$ cat src/shared/peq_consts.svh
// Purpose: Constants for the performance event qualifier.
// Assumes: Six-bit event select codes.
// Notes:   Offsets and codes only; no logic.
`ifndef PEQ_CONSTS_SVH
`define PEQ_CONSTS_SVH
`define PEQ_EV_READ_STALL   6'h1a
`define PEQ_EV_WRITE_EM     6'h1b
`define PEQ_EV_LOCKED       6'h1c
`define PEQ_EV_IO_CYCLE     6'h1d
`define PEQ_EV_NC_READ      6'h1e
`define PEQ_EV_INTERLOCK    6'h1f
`define PEQ_EV_RSVD0        6'h20
`define PEQ_EV_RSVD1        6'h21
`define PEQ_EV_FLOAT        6'h22
`define PEQ_EV_BKPT0        6'h23
`define PEQ_EV_BKPT1        6'h24
`define PEQ_INC_ZERO        2'h0
`define PEQ_INC_ONE         2'h1
`define PEQ_INC_TWO         2'h2
`define PEQ_BP_ZERO         0
`define PEQ_BP_ONE          1
`define PEQ_BP_NONE         4'h0
`endif

$ cat src/shared/peq_pkg.sv
// Purpose: Types for the performance event qualifier.
// Assumes: Constants come from peq_consts.svh.
// Notes:   Increment is 0, 1 or 2 per clock.
package peq_pkg;
    typedef logic [5:0] peq_event_t;
    typedef logic [1:0] peq_inc_t;
    typedef enum logic [1:0] {
        PEQ_LK_IDLE,
        PEQ_LK_READ,
        PEQ_LK_WRITE
    } peq_lock_e;
endpackage

$ cat src/design/peq_qualifier.sv
// Purpose: Qualifies pipeline, bus, FPU and breakpoint events into a
//          per-clock increment for the selected performance counter.
// Assumes: All inputs except rst_n synchronous to mclk; one bus cycle start pulse per
//          physical bus cycle, with a restart flag after a backoff.
// Notes:   The counter itself lives outside this block.
//
// Behaviour
// Event 1AH adds one each clock the pipe waits on data read.
// Read stall also counts data TLB miss and unbypassed reads during fill.
// Event 1BH counts each stall on write to E or M line.
// Locked event counts read part of locked sequence only, not write.
// Split locked cycle counts as two separate accesses.
// Bus cycles restarted after backoff are not counted again.
// Event 1DH counts each bus cycle to I/O space.
// Misaligned I/O access gives two bus cycles, so counts two.
// Event 1EH counts noncacheable memory reads incl TLB, not I/O.
// Event 1FH counts address interlock stalls in either pipe.
// Interlocks in both pipes in one clock add two.
// Interlock when execute stage writes base/index of generation stage.
// Event 22H counts float add, sub, mul, div, remainder, sqrt.
// Each internal add or multiply of transcendentals is counted.
// Divide-by-zero, negative sqrt, special operand, stack faults excluded.
// Integer multiplies and other FPU users are counted too.
// Events 23H/24H count breakpoint 0/1 matches, enabled or not.
// With breakpoints disabled, second-pipe code matches never count.
// Breakpoint counts follow the breakpoint match pins.
// Reserved codes 20H and 21H never increment.
`timescale 1ns/1ps
`default_nettype none
`include "peq_consts.svh"

module peq_qualifier
    import peq_pkg::*;
(
    input  wire logic       mclk,            // Core clock, 100 MHz.
    input  wire logic       rst_n,           // Async reset, active low.
    input  wire peq_event_t event_sel,       // Selected event code.
    input  wire logic       read_wait,       // Pipe waits on data read.
    input  wire logic       dtlb_miss_busy,  // Data TLB miss handling.
    input  wire logic       fill_read_block, // Read not bypassed in fill.
    input  wire logic       write_em_stall,  // Stall start, write to E/M.
    input  wire logic       bus_start,       // Bus cycle start pulse.
    input  wire logic       bus_restart,     // Start is a backoff restart.
    input  wire logic       bus_locked,      // Cycle carries lock.
    input  wire logic       bus_write,       // Cycle is a write.
    input  wire logic       bus_io,          // Cycle targets I/O space.
    input  wire logic       bus_cacheable,   // Cycle is cacheable.
    input  wire logic       split_cycle_indicator, // Split locked access.
    input  wire logic       u_ex_wr,         // Pipe 1 execute writes reg.
    input  wire logic [2:0] u_ex_reg,        // Pipe 1 execute dest reg.
    input  wire logic       v_ex_wr,         // Pipe 2 execute writes reg.
    input  wire logic [2:0] v_ex_reg,        // Pipe 2 execute dest reg.
    input  wire logic       u_ag_valid,      // Pipe 1 generation busy.
    input  wire logic [2:0] u_ag_base,       // Pipe 1 base register.
    input  wire logic [2:0] u_ag_index,      // Pipe 1 index register.
    input  wire logic       v_ag_valid,      // Pipe 2 generation busy.
    input  wire logic [2:0] v_ag_base,       // Pipe 2 base register.
    input  wire logic [2:0] v_ag_index,      // Pipe 2 index register.
    input  wire logic       fpu_op,          // Arith op or internal step.
    input  wire logic       fpu_excluded_exc, // Op raised excluded fault.
    input  wire logic       bkpt_enabled,    // Any breakpoint enabled.
    input  wire logic [3:0] bp_match_u,      // Pipe 1 matches per register.
    input  wire logic [3:0] bp_match_v,      // Pipe 2 code matches.
    output var  peq_inc_t   count_inc,       // Increment for the counter.
    output logic [3:0]      breakpoint_match_pins // Match indication pins.
);

    // ------------------------------------------------------------
    // Lock sequence tracking
    // ------------------------------------------------------------
    peq_lock_e lk_q;
    peq_lock_e lk_d;

    always_comb begin
        lk_d = lk_q;
        if (bus_start && !bus_restart) begin
            if (!bus_locked)
                lk_d = PEQ_LK_IDLE;
            else if (bus_write)
                lk_d = PEQ_LK_WRITE;
            else
                lk_d = PEQ_LK_READ;
        end
    end

    always_ff @(posedge mclk or negedge rst_n) begin
        if (!rst_n)
            lk_q <= PEQ_LK_IDLE;
        else
            lk_q <= lk_d;
    end

    // ------------------------------------------------------------
    // Event qualification
    // ------------------------------------------------------------
    logic       new_cycle;
    logic       u_agi;
    logic       v_agi;
    logic [3:0] bp_hits;
    peq_inc_t   inc_d;
    peq_inc_t   inc_q;
    logic [3:0] bp_d;
    logic [3:0] bp_q;

    // A restart repeats a cycle already seen, so it never counts again.
    assign new_cycle = bus_start && !bus_restart;


    assign u_agi = u_ag_valid &&
        ((u_ex_wr && (u_ex_reg == u_ag_base || u_ex_reg == u_ag_index)) ||
         (v_ex_wr && (v_ex_reg == u_ag_base || v_ex_reg == u_ag_index)));
    assign v_agi = v_ag_valid &&
        ((u_ex_wr && (u_ex_reg == v_ag_base || u_ex_reg == v_ag_index)) ||
         (v_ex_wr && (v_ex_reg == v_ag_base || v_ex_reg == v_ag_index)));

    // Pipe 2 code matches are only looked at once breakpoints are on.
    assign bp_hits = bp_match_u | (bkpt_enabled ? bp_match_v : `PEQ_BP_NONE);

    always_comb begin
        inc_d = `PEQ_INC_ZERO;
        bp_d  = bp_hits;
        case (event_sel)
            `PEQ_EV_READ_STALL: begin
                if (read_wait || dtlb_miss_busy || fill_read_block)
                    inc_d = `PEQ_INC_ONE;
            end
            `PEQ_EV_WRITE_EM: begin
                if (write_em_stall)
                    inc_d = `PEQ_INC_ONE;
            end
            `PEQ_EV_LOCKED: begin
                // Split halves arrive as separate starts and each counts.
                if (new_cycle && bus_locked && !bus_write)
                    inc_d = `PEQ_INC_ONE;
            end
            `PEQ_EV_IO_CYCLE: begin
                if (new_cycle && bus_io)
                    inc_d = `PEQ_INC_ONE;
            end
            `PEQ_EV_NC_READ: begin
                if (new_cycle && !bus_io && !bus_write && !bus_cacheable)
                    inc_d = `PEQ_INC_ONE;
            end
            `PEQ_EV_INTERLOCK: begin
                inc_d = {1'b0, u_agi} + {1'b0, v_agi};
            end
            `PEQ_EV_FLOAT: begin
                if (fpu_op && !fpu_excluded_exc)
                    inc_d = `PEQ_INC_ONE;
            end
            `PEQ_EV_BKPT0: begin
                if (bp_hits[`PEQ_BP_ZERO])
                    inc_d = `PEQ_INC_ONE;
            end
            `PEQ_EV_BKPT1: begin
                if (bp_hits[`PEQ_BP_ONE])
                    inc_d = `PEQ_INC_ONE;
            end
            default: begin
                inc_d = `PEQ_INC_ZERO;
            end
        endcase
    end

    always_ff @(posedge mclk or negedge rst_n) begin
        if (!rst_n) begin
            inc_q <= `PEQ_INC_ZERO;
            bp_q  <= `PEQ_BP_NONE;
        end else begin
            inc_q <= inc_d;
            bp_q  <= bp_d;
        end
    end

    assign count_inc             = inc_q;
    assign breakpoint_match_pins = bp_q;

    // ------------------------------------------------------------
    // Assertions
    // ------------------------------------------------------------
    property p_read_stall;
        @(posedge mclk) disable iff (!rst_n)
        (event_sel == `PEQ_EV_READ_STALL && (read_wait || dtlb_miss_busy))
        |=> count_inc == `PEQ_INC_ONE;
    endproperty
    a_read_stall: assert property (p_read_stall)
        else $error("read stall clock not counted");

    property p_read_fill;
        @(posedge mclk) disable iff (!rst_n)
        (event_sel == `PEQ_EV_READ_STALL && fill_read_block)
        |=> count_inc == `PEQ_INC_ONE;
    endproperty
    a_read_fill: assert property (p_read_fill)
        else $error("unbypassed read during fill not counted");

    property p_write_em;
        @(posedge mclk) disable iff (!rst_n)
        (event_sel == `PEQ_EV_WRITE_EM) |=> count_inc == $past(write_em_stall);
    endproperty
    a_write_em: assert property (p_write_em)
        else $error("write stall count mismatch");

    property p_lock_write;
        @(posedge mclk) disable iff (!rst_n)
        (event_sel == `PEQ_EV_LOCKED && bus_write) |=> count_inc == 2'h0;
    endproperty
    a_lock_write: assert property (p_lock_write)
        else $error("locked write part counted");

    property p_split;
        @(posedge mclk) disable iff (!rst_n)
        (event_sel == `PEQ_EV_LOCKED && new_cycle && bus_locked &&
            !bus_write && split_cycle_indicator)
        |=> count_inc == `PEQ_INC_ONE;
    endproperty
    a_split: assert property (p_split)
        else $error("split locked half not counted");

    property p_restart;
        @(posedge mclk) disable iff (!rst_n)
        (bus_restart && event_sel inside {`PEQ_EV_LOCKED, `PEQ_EV_IO_CYCLE,
            `PEQ_EV_NC_READ}) |=> count_inc == 2'h0;
    endproperty
    a_restart: assert property (p_restart)
        else $error("restarted cycle counted");

    property p_io;
        @(posedge mclk) disable iff (!rst_n)
        (event_sel == `PEQ_EV_IO_CYCLE && bus_start && !bus_restart && bus_io)
        |=> count_inc == 2'h1;
    endproperty
    a_io: assert property (p_io)
        else $error("io cycle not counted");

    property p_nc_io;
        @(posedge mclk) disable iff (!rst_n)
        (event_sel == `PEQ_EV_NC_READ && bus_io) |=> count_inc == 2'h0;
    endproperty
    a_nc_io: assert property (p_nc_io)
        else $error("io read counted as noncacheable");

    property p_agi_two;
        @(posedge mclk) disable iff (!rst_n)
        (event_sel == `PEQ_EV_INTERLOCK && u_agi && v_agi)
        |=> count_inc == 2'h2;
    endproperty
    a_agi_two: assert property (p_agi_two)
        else $error("dual interlock not counted as two");

    property p_agi_base;
        @(posedge mclk) disable iff (!rst_n)
        (event_sel == `PEQ_EV_INTERLOCK && u_ag_valid && u_ex_wr &&
            u_ex_reg == u_ag_base)
        |=> count_inc != `PEQ_INC_ZERO;
    endproperty
    a_agi_base: assert property (p_agi_base)
        else $error("base register interlock not counted");

    property p_float;
        @(posedge mclk) disable iff (!rst_n)
        (event_sel == `PEQ_EV_FLOAT && fpu_op && !fpu_excluded_exc)
        |=> count_inc == `PEQ_INC_ONE;
    endproperty
    a_float: assert property (p_float)
        else $error("float operation not counted");

    property p_fpu_exc;
        @(posedge mclk) disable iff (!rst_n)
        (event_sel == `PEQ_EV_FLOAT && fpu_excluded_exc) |=> count_inc == 2'h0;
    endproperty
    a_fpu_exc: assert property (p_fpu_exc)
        else $error("excluded float fault counted");

    property p_bp_v;
        @(posedge mclk) disable iff (!rst_n)
        (!bkpt_enabled && bp_match_u == 4'h0)
        |=> breakpoint_match_pins == 4'h0;
    endproperty
    a_bp_v: assert property (p_bp_v)
        else $error("pipe 2 match seen while disabled");

    property p_bkpt0;
        @(posedge mclk) disable iff (!rst_n)
        (event_sel == `PEQ_EV_BKPT0 && bp_match_u[`PEQ_BP_ZERO])
        |=> count_inc == `PEQ_INC_ONE;
    endproperty
    a_bkpt0: assert property (p_bkpt0)
        else $error("pipe 1 match on register zero not counted");

    property p_bp_pin;
        @(posedge mclk) disable iff (!rst_n)
        (event_sel == `PEQ_EV_BKPT1)
        |=> count_inc == {1'b0, breakpoint_match_pins[1]};
    endproperty
    a_bp_pin: assert property (p_bp_pin)
        else $error("breakpoint count differs from pins");

    property p_rsvd;
        @(posedge mclk) disable iff (!rst_n)
        (event_sel == `PEQ_EV_RSVD0 || event_sel == `PEQ_EV_RSVD1)
        |=> count_inc == 2'h0;
    endproperty
    a_rsvd: assert property (p_rsvd)
        else $error("reserved code incremented");

    c_agi_two: cover property (@(posedge mclk) disable iff (!rst_n)
        event_sel == `PEQ_EV_INTERLOCK && u_agi && v_agi);
    c_split: cover property (@(posedge mclk) disable iff (!rst_n)
        event_sel == `PEQ_EV_LOCKED && split_cycle_indicator && new_cycle);
    c_restart: cover property (@(posedge mclk) disable iff (!rst_n)
        bus_start && bus_restart && bus_io);
    c_lock_rmw: cover property (@(posedge mclk) disable iff (!rst_n)
        lk_q == PEQ_LK_READ && new_cycle && bus_locked && bus_write);

endmodule

`default_nettype wire

$ cat config.mk
export PLATFORM = sky130hd
export DESIGN_NAME = peq_qualifier
export DESIGN_NICKNAME = d
export VERILOG_FILES = /design/src/shared/peq_pkg.sv /design/src/design/peq_qualifier.sv
export VERILOG_INCLUDE_DIRS = /design/src /design/src/shared
export SDC_FILE = /design/constraint.sdc
export NUM_CORES = 1
export LEC_CHECK = 0
export BUFFER_PORTS_ARGS = -buffer_cell sky130_fd_sc_hd__buf_2
export CAP_MARGIN = 10
export CORE_MARGIN = 2
export CORE_UTILIZATION = 39
export DETAILED_ROUTE_END_ITERATION = 12
export HOLD_SLACK_MARGIN = 0.05
export PLACE_DENSITY = 0.87
export SLEW_MARGIN = 0
export SYNTH_ARGS = -nofsm -noshare
export SYNTH_HDL_FRONTEND = slang
export SYNTH_SLANG_ARGS = --single-unit
$ cat constraint.sdc
create_clock -name mclk -period 0.99 [get_ports mclk]
set_input_delay 0.1485 -clock mclk [delete_from_list [all_inputs] [get_ports mclk]]
set_output_delay 0.1485 -clock mclk [all_outputs]
set_load 0.02 [all_outputs]
After elaboration in Yosys (flattened, before gate mapping)
Index checks and enable logic that the tools add are counted.
W data, S select, Z words.
Storage, ports and cells
  register bits after elaboration: 6
  output and inout bits: 6
Operators by class
  multiplexer cells: 10
  equality and inequality tests: 17
  bitwise gates (word level): 1
  reductions and logical operators: 27
  add/subtract/negate cells: 1
Operator list (count)
  $eq A6 B5 Y1 const B: 6
  $eq A3 B3 Y1: 8
  $eq A6 B6 Y1 const B: 3
  $pmux W2 S9: 1
  $logic_and A1 B1 Y1: 14
  $logic_or A1 B1 Y1: 8
  $mux W1: 8
  $logic_not A1 Y1: 5
  $mux W4: 1
  $or A4 B4 Y4: 1
  $add A1 B1 Y2: 1

Longest topological paths before layout
Gate-level depths: netlist (run 1).
  depth after elaboration: 7
  depth in mapped cells: 9
  depth with buffers taken out: 9

Worst setup path after synthesis (run 1)
Ideal clock, no wire load.
  kind: input to register
  from: input port u_ag_base[0]
  to: register inc_q[0], in the netlist count_inc[0]
  setup time: 0.141 ns
  required time: 0.849 ns
  slack: -0.703 ns
  arrival time: 1.551 ns
  stages: 9
  cells stage by stage: or2_2 -> a211oi_1 -> o21ai_0 -> a21boi_1 -> ha_1 -> nand2_1 -> a21oi_1 -> a311oi_1 -> o221ai_1
On the way
  word-level cells in the longest chain between the ends: 7
Ends and longest elaborated chain
  start: declaration: line peq_qualifier.sv:54  | input wire logic [2:0] u_ag_base,
  $eq A3 B3 Y1, on equally long branches: line peq_qualifier.sv:110, peq_qualifier.sv:111
  $logic_or A1 B1 Y1, on equally long branches: line peq_qualifier.sv:110, peq_qualifier.sv:111
  $logic_and A1 B1 Y1, on equally long branches: line peq_qualifier.sv:110, peq_qualifier.sv:111
  $logic_or A1 B1 Y1 *: line peq_qualifier.sv:110  | ((u_ex_wr && (u_ex_reg == u_ag_base || u_ex_reg == u_ag_index)) ||
  $logic_and A1 B1 Y1 *: line peq_qualifier.sv:109  | assign u_agi = u_ag_valid &&
  $add A1 B1 Y2 *: line peq_qualifier.sv:145  | inc_d = {1'b0, u_agi} + {1'b0, v_agi};
  $pmux W2 S9 *: line peq_qualifier.sv:122  | case (event_sel)
  via inc_d[0]: line peq_qualifier.sv:100  | peq_inc_t inc_d;
  end signal: assignment: line peq_qualifier.sv:167  | inc_q <= `PEQ_INC_ZERO;
  end signal: assignment: line peq_qualifier.sv:170  | inc_q <= inc_d;
  end: declaration: line peq_qualifier.sv:101  | peq_inc_t inc_q;
Mark *: on every way through the listed nets, which the timed path passes. The rest lies on a longest branch.

Worst setup path after layout (run 1)
  from: input port u_ag_index[0]
  to: register inc_q[0], in the netlist count_inc[0]
On the way
  word-level cells in the longest chain between the ends: 7
Ends and longest elaborated chain
  start: declaration: line peq_qualifier.sv:55  | input wire logic [2:0] u_ag_index,
  $eq A3 B3 Y1, on equally long branches: line peq_qualifier.sv:110, peq_qualifier.sv:111
  $logic_or A1 B1 Y1, on equally long branches: line peq_qualifier.sv:110, peq_qualifier.sv:111
  $logic_and A1 B1 Y1, on equally long branches: line peq_qualifier.sv:110, peq_qualifier.sv:111
  $logic_or A1 B1 Y1 *: line peq_qualifier.sv:110
  $logic_and A1 B1 Y1 *: line peq_qualifier.sv:109
  $add A1 B1 Y2 *: line peq_qualifier.sv:145
  $pmux W2 S9 *: line peq_qualifier.sv:122
  via inc_d[0]: line peq_qualifier.sv:100
Marks and branches as above.

==> flow_summary.ini, run 1 <==
[sta]
setup-tns-final_ns = -0.700
finalMaxSlewViolations = 0
setup_viol = 2
layout_setup_ws_ns = -0.576
fmax_mhz = 639
maxSlewHeadroom = 0.840
period_minus_slack_ns = 1.57
hold_slack_ns = 0.0916
hold_violations = 0
finalCritPeriodShare = 1.58
rsz0062_at_grt = yes
tightest_slew_ns = 0.236

[pwr]
total_power_mw = 0.823
power_frac_comb = 0.427
p_int_mw = 0.577
p_leak_nw = 0.529
clockPowerShare = 0.257
pwr-share-seq = 0.316
p_sw_mw = 0.245
power.density_nw_per_um2 = 786
swShare = 0.298
ir_worst_vdd_mv = 0.383

[die]
fp.dieArea_sq_um = 2000
core_area_sq_um = 1520
boundaryPins = 58
rows = 14
die_x_microns = 44.7
start_util = 0.424
die_h_microns = 44.7

[placement]
portBuffers = 56
hpwlAfterDp_microns = 1670
gp_congestion = 0.822

[drt]
viasPerCell = 5.22
wl_per_cell_microns = 11.9
wirelength_microns = 1820
drt_pass1_iterations = 4
drtAntennaViolNets = 0
num_vias = 798
drt-initial-drc-count = 2
drc_errors = 0

[final_layout]
multi_input_area_sq_um = 520
diodes = 0
nFillCells = 127
syn2layout_area_growth_pct = 61.9
final_nets = 192
drive_gt1_frac = 0.518
seq_area_sq_um = 150

[global_routing]
track_usage = 0.188
antenna_found_initial = 0
grt_max_degree = 9
grt_pass1_wl_microns = 2840
gr-total-overflow = 0
grt_pass1_vias = 774

[run_status]
status = complete, but fails checks
failed_checks = negative setup slack

[yosys]
synth_warnings = 0
synthDistinctLibCells = 25
ys_seq_area_frac = 0.232
synth_seq_cells = 6
syn_inst = 75
synthFlopType = dfrtp_1
avgSynthCellArea_sq_um = 8.62
synthesis.nets = 128
synth_edf_count = 0
synth_area_sq_um = 647
synthArstFlopShare = 1.00

[clocking]
cts_setup_buffers = 0
cts_num_sinks = 6
cts_tree = built
root_buffer = clkbuf_4
cts_max_level = 1
cts_inserted_buffers = 3
cts_max_path_buffers = 2
path_clk_slew_ns = 0.04

[worst_hold_path]
min_path_type = in -> reg

[setup_path]
criticalPathCategory = in -> reg
crit_required_ns = 1.08
critPathLaunchType = input port
cp-end-kind = register
arrival_ns = 1.66
crit_fanout = 3

[flow_run]
cap_viol_max_count = 0
## logic make-up (layout without fill, tap and decap cells)
kind of cell    after synthesis  in the layout  share of synthesized area
simple gates                 27             27                      0.250
compound gates               20             20                      0.222
xor+xnor                     20             20                      0.271
flops                         6              6                      0.232
fa+ha+maj                     1              1                     0.0193
buf+inv                       1             63                    0.00580
## worst max-delay path: stages
cell and delay (ns):
buf_2 0.12, or2_1 0.22, a211oi_2 0.17, o21ai_1 0.09, a21boi_1 0.16, ha_1 0.26
nand2_1 0.06, a21oi_1 0.05, a311oi_1 0.21, o221ai_1 0.17
## power by group through the flow
stage	clock network [mW]	logic (mW)	registers, mW
after floorplan	0	0.134	0.280
after global placement	0	0.322	0.263
after detailed placement	0	0.336	0.264
after CTS	0.218	0.352	0.260
after global routing	0.227	0.386	0.261
final	0.211	0.351	0.260
## cell usage after synthesis, types with 2 or more instances
cell type	number	area, sq um
nand2_1	7	26.3
o21ai_0	4	20.0
or2_2	4	25.0
xor2_1	20	175
dfrtp_1	6	150
nand4bb_1	2	22.5
a211oi_1	4	30.0
a21boi_1	2	15.0
a21o_1	4	30.0
nor2_1	3	11.3
nor3_1	5	25.0
## routing by layer
metal	part of all wire	routed length [microns]	track usage
met1	0.35	633	0.172
met2	0.55	1000	0.412
met3	0.097	177	0.0200
met4	0.0022	4	0.0545
met5	0	0	0
## what timing repair did
item                                    in CTS  in global routing
pin swaps                                   13                  1
gates resized for setup                      7                  3
endpoints found under the hold margin        6                  0
hold buffers                                 1                  0
endpoints found under the setup margin       2                  2
## cell type report
class                           instances  share of cell area
Sequential cell                         6               0.143
Tap cell                               16              0.0191
Clock buffer                            3              0.0215
Multi-Input combinational cell         68               0.497
Timing Repair Buffer                   59               0.315
Inverter                                1             0.00358
## registers in the layout, summed over array words and instances, names as in the netlist
name,flops
breakpoint_match_pins,4
count_inc,2
## per-stage QoR
stage	area (sq um)	utilization	std cells	setup WS [ns]
finish	1050	0.687	153	-0.576
floorplan	669	-	75	-0.583
detailed placement	985	0.646	149	-0.903
global placement	985	0.646	149	-0.793
global route	1050	0.687	153	-0.692
CTS	1040	0.683	153	-0.633
## path summary, 6_finish.rpt
path,cells after the start,start,to,slack (ns)
setup / recovery,10,u_ag_index[0],count_inc[0],-0.58
hold / removal,2,bp_match_u[2],breakpoint_match_pins[2],0.09
max in group asynchronous,2,rst_n,breakpoint_match_pins[2],0.59
min in group asynchronous,2,rst_n,count_inc[0],0.26
## layout by cell type (no fill, tap or decap), types with 2 or more instances in the layout
cell,Yosys,layout
clkbuf_4,0,3
buf_4,0,3
a211oi_2,0,4
or2_4,0,3
dfrtp_1,6,6
o21ai_1,0,4
nor3_1,5,5
nand4bb_1,2,2
a21o_1,4,4
nor2_1,3,3
buf_2,0,52
buf_6,0,2
xor2_1,20,20
nand2_1,7,7
a21boi_1,2,2
Power figures use the tool's default switching activity.
==> run 2, diff against run 1 <==
--- a/config.mk
+++ b/config.mk
@@ -8,7 +8,6 @@
 export LEC_CHECK = 0
 export BUFFER_PORTS_ARGS = -buffer_cell sky130_fd_sc_hd__buf_2
 export CAP_MARGIN = 10
-export CORE_MARGIN = 2
 export CORE_UTILIZATION = 39
 export DETAILED_ROUTE_END_ITERATION = 12
 export HOLD_SLACK_MARGIN = 0.05
==> flow_summary.ini, run 2 (synthesis gave the netlist of run 1 again) <==
[drt]
num_vias = 801
drtAntennaViolNets = 0
met1_length_microns = 649
drc_errors = 0
wl_met3_microns = 114
wl_per_cell_microns = 12.0
drt_pass1_iterations = 2
viasPerCell = 5.27
wirelength_microns = 1830
highest_layer = met3
wl_met2_microns = 1070
drt-initial-drc-count = 4

[final_layout]
layout_commonest_cell = buf_2
drive_gt1_frac = 0.515
diodes = 0
syn2layout_area_growth_pct = 59.2
final_cell_mix = buf_2, xor2_1, nand2_1
final_nets = 191
largest_reg_flops = 4
fin_cells = 152

[sta]
period_minus_slack_ns = 1.56
tightest_slew_ns = 0.257
layout_setup_ws_ns = -0.568
setup_viol = 2
maxSlewHeadroom = 0.827
rsz0062_at_grt = yes
fmax_mhz = 642
setup-tns-final_ns = -0.730
finalCritPeriodShare = 1.57
hold_slack_ns = 0.0931
finalMaxSlewViolations = 0
hold_violations = 0

[global_routing]
grt_pass1_vias = 767
grt_pass1_wl_microns = 2880
track_usage = 0.204
gr-total-overflow = 0
grt_max_degree = 9
antenna_found_initial = 0

[setup_path]
critPathLaunch = v_ex_reg[0]
critPathLaunchType = input port
crit_required_ns = 1.09
arrival_ns = 1.66
cp-end-kind = register
crit_fanout = 8
criticalPathCategory = in -> reg

[worst_hold_path]
worstHoldStart = bp_match_u[2]
min_path_type = in -> reg

[pwr]
p_sw_mw = 0.248
swShare = 0.302
power_frac_comb = 0.422
p_leak_nw = 0.521
clockPowerShare = 0.261
total_power_mw = 0.818
pwr-share-seq = 0.317
p_int_mw = 0.571
power.density_nw_per_um2 = 795
ir_worst_vdd_mv = 0.347

[run_status]
status = complete, but fails checks
failed_checks = negative setup slack

[flow_run]
cap_viol_max_count = 0

[die]
rows = 14
die_h_microns = 42.7
fp.dieArea_sq_um = 1830
core_area_sq_um = 1520
boundaryPins = 58
die_x_microns = 42.7
start_util = 0.424

[clocking]
root_buffer = clkbuf_4
cts_tree = built
cts_num_sinks = 6
path_clk_slew_ns = 0.04
cts_max_level = 1
cts_max_path_buffers = 2
cts_inserted_buffers = 3

[placement]
portBuffers = 56
gp_congestion = 0.797
dp.cells = 148
hpwlAfterDp_microns = 1590
[run 2: final cells by class]
cell class	count	area, sq um
fill	125	494
sequential	6	150
timing repair buffer	58	313
multi-input combinational	68	520
clock buffer	3	22.5
tap	16	20.0
inverter	1	3.75
[run 2: metal layers]
layer | GRT usage | up-vias
met1 | 0.181 | 358
met5 | 0 | -
met4 | 0.0750 | 0
met2 | 0.445 | 41
met3 | 0.0170 | 0
li1 | - | 402
[run 2: worst max-delay path, cell delays in order]
cell	delay, ns
buf_6	0.11
or2_4	0.24
a211oi_2	0.17
o21ai_1	0.10
a21boi_1	0.18
ha_1	0.25
nand2_1	0.06
a21oi_1	0.06
a311oi_1	0.21
o221ai_1	0.13
[run 2: worst paths after layout]
check | cells after the start | endpoint | slack (ns)
max | 10 | count_inc[0] | -0.57
min | 2 | breakpoint_match_pins[2] | 0.09
max in group asynchronous | 2 | breakpoint_match_pins[2] | 0.59
min in group asynchronous | 2 | count_inc[1] | 0.26
[run 2: metrics by stage]
stage                     instance area, sq um  worst slack (ns)  utilization
after floorplan                            669            -0.583            -
after CTS                                 1030            -0.607        0.676
after global placement                     977            -0.801        0.641
after detailed placement                   977            -0.901        0.641
final                                     1030            -0.568        0.676
after global routing                      1030            -0.675        0.676
[run 2: power groups by stage]
stage	sequential (mW)	clock, mW	combinational [mW]
after floorplan	0.280	0	0.134
after global routing	0.260	0.234	0.378
after CTS	0.260	0.226	0.347
final	0.260	0.213	0.345
after global placement	0.263	0	0.319
after detailed placement	0.263	0	0.331
[run 2: timing repair]
action,4_1_cts,5_1_grt
hold buffers,1,0
resized for setup,7,0
setup buffers,0,0
pin swaps,14,5
endpoints found under the hold margin,6,0
endpoints found under the setup margin,2,2
